### src/rtl/tsx_params.svh
// Command codes, timing counts and storage sizes of the trim sequence executor
`ifndef TSX_PARAMS_SVH
`define TSX_PARAMS_SVH

`define TSX_CMD_ON_FIRST    8'h81
`define TSX_CMD_ON_LAST     8'h94
`define TSX_CMD_OFF_FIRST   8'h98
`define TSX_CMD_OFF_LAST    8'hAB
`define TSX_CMD_OFF_SHIFT   8'h17
`define TSX_CMD_DLY_1MS     8'hB0
`define TSX_CMD_DLY_2MS     8'hB1
`define TSX_CMD_DLY_4MS     8'hB2
`define TSX_CMD_DLY_HALFS   8'hB3
`define TSX_CLK_HZ          10000000
`define TSX_TICK_MS         1
`define TSX_TICK_CYCLES     ((`TSX_CLK_HZ / 1000) * `TSX_TICK_MS)
`define TSX_HALFS_MS        500
`define TSX_UNIT_TICKS_1MS  1
`define TSX_UNIT_TICKS_2MS  2
`define TSX_UNIT_TICKS_4MS  4
`define TSX_PROG_BYTES      64
`define TSX_OUT_COUNT       20
`define TSX_OUTS_RESET      20'h00000

`endif

### src/rtl/tsx_pkg.sv
// Types shared by the trim sequence executor
package tsx_pkg;
    typedef struct packed {
        logic [7:0] data;
        logic [5:0] addr;
        logic       we;
    } tsx_load_type;

    typedef struct packed {
        logic       pedalStep1;
        logic       hemDevice;
        logic       rollerLift;
        logic       emergencyStop;
        logic       endTacking;
        logic       trimming;
        logic       targetSpeed;
        logic       motorRunning;
        logic       needleDown;
        logic       needleUp;
        logic       rightLed;
        logic       leftLed;
        logic [7:0] solenoid;
    } tsx_outs_type;
endpackage

### src/rtl/tsx_prog_mem.sv
// Program byte store with registered read data
`timescale 1ns/10ps
module tsx_prog_mem #(
    parameter int DEPTH = 64,
    parameter int AW    = 6
) (
    input  wire logic          clk,
    input  wire logic          we,
    input  wire logic [AW-1:0] waddr,
    input  wire logic [7:0]    wdata,
    input  wire logic [AW-1:0] raddr,
    output logic      [7:0]    rdata
);
    logic [7:0] mem [DEPTH];

    always_ff @(posedge clk) begin
        if (we) begin
            mem[waddr] <= wdata;
        end
        rdata <= mem[raddr];
    end
endmodule

### src/rtl/tsx_executor.sv
// Trim sequence command executor: fetches program bytes and drives outputs
`timescale 1ns/10ps
`include "tsx_params.svh"

module tsx_executor #(
    parameter int TICK_CYCLES = `TSX_TICK_CYCLES,
    parameter int HALFS_TICKS = `TSX_HALFS_MS
) (
    input  wire logic                  clk,
    input  wire logic                  rst_n,
    input  wire tsx_pkg::tsx_load_type load,
    input  wire logic                  start,
    output tsx_pkg::tsx_outs_type      outs,
    output logic                       busy,
    output logic                       badCmd
);
    import tsx_pkg::*;

    // ************************************************************
    // Reset release
    // ************************************************************
    logic rstMeta;
    logic rstSync;

    // Asserts at once, releases on the clock so no step starts half reset
    always_ff @(posedge clk or negedge rst_n) begin
        if (!rst_n) begin
            rstMeta <= 1'b0;
            rstSync <= 1'b0;
        end else begin
            rstMeta <= 1'b1;
            rstSync <= rstMeta;
        end
    end

    // ************************************************************
    // Program store
    // ************************************************************
    logic [5:0] pc;
    logic [7:0] memData;

    // Loading during a run may change bytes mid-step
    // Loader stays within 64 bytes: address is only six bits wide
    tsx_prog_mem #(
        .DEPTH (`TSX_PROG_BYTES),
        .AW    (6)
    ) u_mem (
        .clk   (clk),
        .we    (load.we),
        .waddr (load.addr),
        .wdata (load.data),
        .raddr (pc),
        .rdata (memData)
    );

    // ************************************************************
    // Sequencer
    // ************************************************************
    // Registered read costs a fetch cycle before every byte is decoded
    typedef enum logic [2:0] {
        ST_IDLE,
        ST_FETCH,
        ST_DECODE,
        ST_DFETCH,
        ST_DATA,
        ST_WAIT
    } tsx_state_type;

    tsx_state_type state;
    tsx_state_type next_state;
    logic [5:0]    next_pc;
    logic [19:0]   outBits;
    logic [19:0]   next_outBits;
    logic [1:0]    unitSel;
    logic [1:0]    next_unitSel;
    logic [7:0]    units;
    logic [7:0]    next_units;
    logic [9:0]    subTicks;
    logic [9:0]    next_subTicks;
    logic [23:0]   cycles;
    logic [23:0]   next_cycles;
    logic          next_badCmd;
    logic [9:0]    ticksPerUnit;
    logic [7:0]    offIdx;

    // Millisecond ticks in one unit of each delay code
    always_comb begin
        case (unitSel)
            2'd0:    ticksPerUnit = 10'(`TSX_UNIT_TICKS_1MS);
            2'd1:    ticksPerUnit = 10'(`TSX_UNIT_TICKS_2MS);
            2'd2:    ticksPerUnit = 10'(`TSX_UNIT_TICKS_4MS);
            default: ticksPerUnit = 10'(HALFS_TICKS);
        endcase
    end

    always_comb begin
        next_state    = state;
        next_pc       = pc;
        next_outBits  = outBits;
        next_unitSel  = unitSel;
        next_units    = units;
        next_subTicks = subTicks;
        next_cycles   = cycles;
        next_badCmd   = badCmd;
        offIdx        = memData - `TSX_CMD_OFF_FIRST;
        case (state)
            // Start is only taken here, so it is ignored during a run
            ST_IDLE: begin
                if (start) begin
                    next_pc     = 6'h00;
                    next_badCmd = 1'b0;
                    next_state  = ST_FETCH;
                end
            end
            // Read data arrives one cycle after the address is set
            ST_FETCH: begin
                next_state = ST_DECODE;
            end
            // Every decoded step advances pc by one
            ST_DECODE: begin
                next_pc    = pc + 6'd1;
                next_state = ST_FETCH;
                if (memData >= `TSX_CMD_ON_FIRST && memData <= `TSX_CMD_ON_LAST) begin
                    // Includes status lines 8BH..91H and pedal step 94H
                    next_outBits[5'(memData - `TSX_CMD_ON_FIRST)] = 1'b1;
                end else if (memData >= `TSX_CMD_OFF_FIRST
                             && memData <= `TSX_CMD_OFF_LAST) begin
                    // Same bit as the on code 17H lower
                    next_outBits[5'(offIdx)] = 1'b0;
                end else if (memData >= `TSX_CMD_DLY_1MS
                             && memData <= `TSX_CMD_DLY_HALFS) begin
                    next_unitSel = memData[1:0];
                    next_state   = ST_DFETCH;
                end else begin
                    // Unknown or out-of-scope code ends the sequence
                    next_badCmd = 1'b1;
                    next_state  = ST_IDLE;
                end
                // No end code exists: the last address closes the run unless it holds a delay code, whose count is then read from address 0
                if (pc == 6'd63 && next_state == ST_FETCH) begin
                    next_state = ST_IDLE;
                end
            end
            // Read data still holds the command byte here; wait one cycle
            ST_DFETCH: begin
                next_state = ST_DATA;
            end
            ST_DATA: begin
                // One data byte follows a delay command
                // A zero count finishes at once; memData is the data byte here
                next_units    = memData;
                next_subTicks = 10'd0;
                next_cycles   = 24'd0;
                next_state    = ST_WAIT;
                next_pc       = pc + 6'd1;
            end
            // Cycles per tick, then ticks per unit, then units count down
            ST_WAIT: begin
                if (cycles == 24'd0 && subTicks == 10'd0 && units == 8'd0) begin
                    next_state = (pc == 6'd0) ? ST_IDLE : ST_FETCH;
                end else if (cycles != 24'd0) begin
                    next_cycles = cycles - 24'd1;
                end else begin
                    next_cycles = 24'(TICK_CYCLES - 1);
                    if (subTicks != 10'd0) begin
                        next_subTicks = subTicks - 10'd1;
                    end else begin
                        next_units    = units - 8'd1;
                        next_subTicks = ticksPerUnit - 10'd1;
                    end
                end
            end
            default: begin
                next_state = ST_IDLE;
            end
        endcase
    end

    always_ff @(posedge clk or negedge rstSync) begin
        if (!rstSync) begin
            state    <= ST_IDLE;
            pc       <= 6'h00;
            outBits  <= `TSX_OUTS_RESET;
            unitSel  <= 2'd0;
            units    <= 8'h00;
            subTicks <= 10'h000;
            cycles   <= 24'h000000;
            badCmd   <= 1'b0;
        end else begin
            state    <= next_state;
            pc       <= next_pc;
            outBits  <= next_outBits;
            unitSel  <= next_unitSel;
            units    <= next_units;
            subTicks <= next_subTicks;
            cycles   <= next_cycles;
            badCmd   <= next_badCmd;
        end
    end

    // ************************************************************
    // Outputs
    // ************************************************************
    // Busy registered so every output is a flip-flop
    always_ff @(posedge clk or negedge rstSync) begin
        if (!rstSync) begin
            busy <= 1'b0;
        end else begin
            busy <= (next_state != ST_IDLE);
        end
    end

    // Levels stay after a run ends; only off codes or reset clear them
    assign outs = tsx_outs_type'(outBits);
endmodule

### config.mk
export PLATFORM = sky130hd
export DESIGN_NAME = tsx_executor
export DESIGN_NICKNAME = d
export VERILOG_FILES = /design/src/rtl/tsx_pkg.sv /design/src/rtl/tsx_prog_mem.sv /design/src/rtl/tsx_executor.sv
export VERILOG_INCLUDE_DIRS = /design/src /design/src/rtl
export SDC_FILE = /design/constraint.sdc
export NUM_CORES = 1
export LEC_CHECK = 0
export BUFFER_PORTS_ARGS = -buffer_cell sky130_fd_sc_hd__clkbuf_2
export CAP_MARGIN = 0
export CORE_MARGIN = 1
export CORE_UTILIZATION = 49
export DETAILED_ROUTE_END_ITERATION = 16
export PLACE_DENSITY = 0.75
export SLEW_MARGIN = 5
export SYNTH_ARGS = -nofsm -noshare
export SYNTH_HDL_FRONTEND = slang
export SYNTH_SLANG_ARGS = --single-unit
### constraint.sdc
create_clock -name clk -period 3.91 [get_ports clk]
set_input_delay 1.173 -clock clk [delete_from_list [all_inputs] [get_ports clk]]
set_output_delay 1.173 -clock clk [all_outputs]
set_load 0.005 [all_outputs]
==> flow_metrics.py <==
metrics = {
    "power_and_ir_drop": {
        "p_comb_share_pct": 24.7,
        "p_per_area_nw_per_um2": 651,
        "power.total_mw": 17.8,
        "pwr-share-clk_pct": 31.9,
        "p_leak_nw": 8.99,
        "power_switching_mw": 5.35,
        "switching_share_pct": 30.0,
        "ir_worst_vdd_uv": 411,
        "internal_power_mw": 12.5,
        "pwr-share-seq_pct": 43.4,
    },
    "drt": {
        "routed_wl_um": 55100,
        "drt_iter0_markers": 1707,
        "drc_errors": 0,
        "postRouteAntennaNets": 0,
        "first_pass_iters": 6,
        "wl_per_cell_um": 25.2,
        "avgViaCountPerCell": 6.17,
        "vias": 13500,
    },
    "worst_setup_path": {
        "criticalPathCategory": "reg -> reg",
        "cp-start-kind": "flop",
        "crit_arrival_ns": 3.30,
        "path_max_fanout": 15,
        "required_ns": 4.41,
        "end_kind": "flop",
    },
    "layout": {
        "final_nets": 1508,
        "drive_gt1_share_pct": 22.5,
        "fillers": 3657,
        "fin_cells": 2191,
        "n_antenna_cell": 0,
        "syn2layout_area_growth_pct": 12.6,
    },
    "logic_synthesis": {
        "synth_cell_types": 75,
        "ys_warn_count": 0,
        "ys.flop_type": "edfxtp_1",
        "synth-seq-cells": 597,
        "ys_seq_area_share_pct": 71.8,
        "syn_area_um2": 24300,
        "synth_edf_count": 512,
        "syn_inst": 1404,
        "avgSynthCellArea_um2": 17.3,
        "async_flop_share_pct": 12.9,
        "synth_fp_nets": 1429,
    },
    "timing": {
        "setup-tns-final_ns": 0,
        "setup_violations": 0,
        "tightest_slew_ns": 0.985,
        "final_hold_viol_count": 0,
        "worst_slack_ns": 1.11,
        "finClkSkew_ns": 0.0183,
        "rsz0062_at_grt": "no",
        "slew_headroom_pct": 34.4,
        "fin_crit_ns": 2.80,
        "fmax_mhz": 357,
        "maxSlewViolCount": 0,
        "post-route-period-util_pct": 71.7,
    },
    "place": {
        "gp_congestion": 0.868,
        "hpwl_um": 34700,
        "port_buffers": 39,
        "place_ws_ns": 0.704,
        "dp_cells": 2087,
    },
    "floorplanning": {
        "die_w_um": 225,
        "rows": 81,
        "ioPinCount": 40,
        "start_util_pct": 49.7,
        "die_y_um": 225,
        "core_area_um2": 49000,
        "dieArea_um2": 50500,
    },
    "clock_tree": {
        "cts_sinks": 597,
        "cts_tree": "yes",
        "cts_resized": 0,
        "htreeDepth": 2,
        "cts_buffers": 58,
        "clkSlewWorstSetupHoldPaths_ns": 0.06,
        "post_cts_buffers": 0,
        "cts_buffer_depth": 3,
        "clock_latency_ns": 0.62,
        "ctsHoldBuffers": 0,
        "cts_root_buffer": "clkbuf_16",
    },
    "run": {
        "max-cap-violations": 0,
    },
    "global_routing": {
        "grt_usage_pct": 22.4,
        "grt_max_degree": 76,
        "antenna_found_initial": 3,
        "grt_overflow": 0,
        "grt_first_pass_wirelength_um": 83200,
        "grt_pass1_vias": 13500,
    },
    "min_path": {
        "worstHoldPathType": "in -> async",
    },
    "outcome": {
        "outcome": "finished clean",
    },
}
==> synthesized netlist by cell type, types with 11 or more instances <==
library cell / n / area share, %
a21oi_1: 45 / 0.93
nor2b_1: 11 / 0.28
mux4_2: 138 / 13
nand4_1: 15 / 0.39
nand3_1: 28 / 0.58
inv_1: 13 / 0.20
a22oi_1: 19 / 0.59
nand2_1: 70 / 1.1
clkbuf_1: 45 / 0.69
buf_2: 15 / 0.31
o21ai_0: 55 / 1.1
xnor2_1: 15 / 0.54
edfxtp_1: 512 / 63
nor2_1: 128 / 2.0
nand2b_1: 18 / 0.46
o22ai_1: 14 / 0.36
dfrtp_1: 77 / 7.9
nor3_1: 23 / 0.47
==> worst max-delay path, cell delays in order, from the launching register on <==
cell	delay, ns
dfrtp_1	0.42
nor4_2	0.60
nand3_2	0.25
nor4_4	0.32
buf_4	0.24
nand2b_1	0.46
o21ba_2	0.23
o22a_1	0.17
==> layout by cell type, fill, tap and decap left out, drive strengths merged, types with 8 or more instances in the layout <==
| cell | instances |
|---|---|
| bufinv | 8 |
| clkinv | 23 |
| a31oi | 10 |
| mux4 | 138 |
| inv | 18 |
| a22oi | 19 |
| dfrtp | 77 |
| nor4 | 16 |
| nand4 | 15 |
| nand3 | 29 |
| nor2 | 129 |
| edfxtp | 512 |
| o22ai | 14 |
| dfxtp | 8 |
| nand2b | 18 |
| o21ai | 56 |
| a21oi | 46 |
| xnor2 | 15 |
| clkbuf | 103 |
| buf | 49 |
| or3 | 9 |
| nor2b | 11 |
| nor3 | 24 |
| nand2 | 72 |
==> worst paths after layout <==
check	startpoint	to	slack [ns]	cells past startpoint
setup / recovery	subTicks[1]$_DFFE_PN0P_	cycles[3]$_DFFE_PN0P_	1.11	7
hold / removal	rst_n	rstSync$_DFF_PN0_	0.34	1
setup reg to reg	subTicks[1]$_DFFE_PN0P_	cycles[3]$_DFFE_PN0P_	1.11	7
hold reg to reg	rstMeta$_DFF_PN0_	rstSync$_DFF_PN0_	0.36	0
max in group asynchronous	rstSync$_DFF_PN0_	pc[0]$_DFFE_PN0P_	2.69	0
min in group clk	rstMeta$_DFF_PN0_	rstSync$_DFF_PN0_	0.36	0
==> layer usage <==
layer | up-vias | global-route usage [%] | wire length [µm] | share of wire [%]
met5 | - | 0 | 28 | 0.051
met4 | 4 | 7.46 | 1470 | 2.7
met3 | 105 | 4.18 | 4410 | 8.0
met2 | 689 | 36.6 | 27300 | 50
met1 | 6948 | 30.5 | 21900 | 40
li1 | 5775 | - | - | -
==> per-stage QoR <==
stage / area, µm² / hold WS [ns] / utilization, %
after floorplan: 24300 / 0.331 / -
after global placement: 25400 / 0.346 / 52.0
after detailed placement: 25400 / 0.343 / 52.0
after CTS: 27400 / 0.306 / 55.9
after global routing: 27400 / 0.314 / 55.9
final: 27400 / 0.339 / 55.9
==> cell type report <==
| cell class | count | area (µm²) | share of cell area, % |
|---|---|---|---|
| clock buffer | 66 | 1500 | 5.48 |
| sequential | 597 | 17500 | 63.8 |
| multi-input combinational | 725 | 6500 | 23.8 |
| inverter | 15 | 56.3 | 0.206 |
| clock inverter | 38 | 423 | 1.54 |
| tap | 664 | 831 | 3.04 |
| timing repair buffer | 86 | 586 | 2.14 |
==> logic make-up after synthesis <==
family,count (synthesis),share of synthesized area (%)
buffers and inverters,82,1.41
other,1,0.0154
AO/OA/AOI/OAI,191,4.98
XOR/XNOR,17,0.613
flip-flops,597,71.8
multiplexers,151,13.4
adder cells (fa/ha/maj),7,0.360
AND/OR/NAND/NOR,358,7.43
==> registers in the layout, indices dropped and copies added (netlist names) <==
| name | flops |
|---|---|
| cycles | 24 |
| unitSel | 2 |
| subTicks | 10 |
| rstSync | 1 |
| rstMeta | 1 |
| u_mem.rdata | 8 |
| units | 8 |
| badCmd | 1 |
| u_mem.mem | 512 |
| state | 3 |
| busy | 1 |
| pc | 6 |
| outs | 20 |
==> power groups by stage <==
stage                     combinational (mW)  sequential, mW  clock [mW]
after floorplan                         3.41            7.56           0
after global placement                  4.27            7.83           0
after detailed placement                4.37            7.85           0
after CTS                               4.42            7.72        5.73
after global routing                    4.75            7.77        5.95
final                                   4.40            7.74        5.68
(Power assumes the default switching activity.)
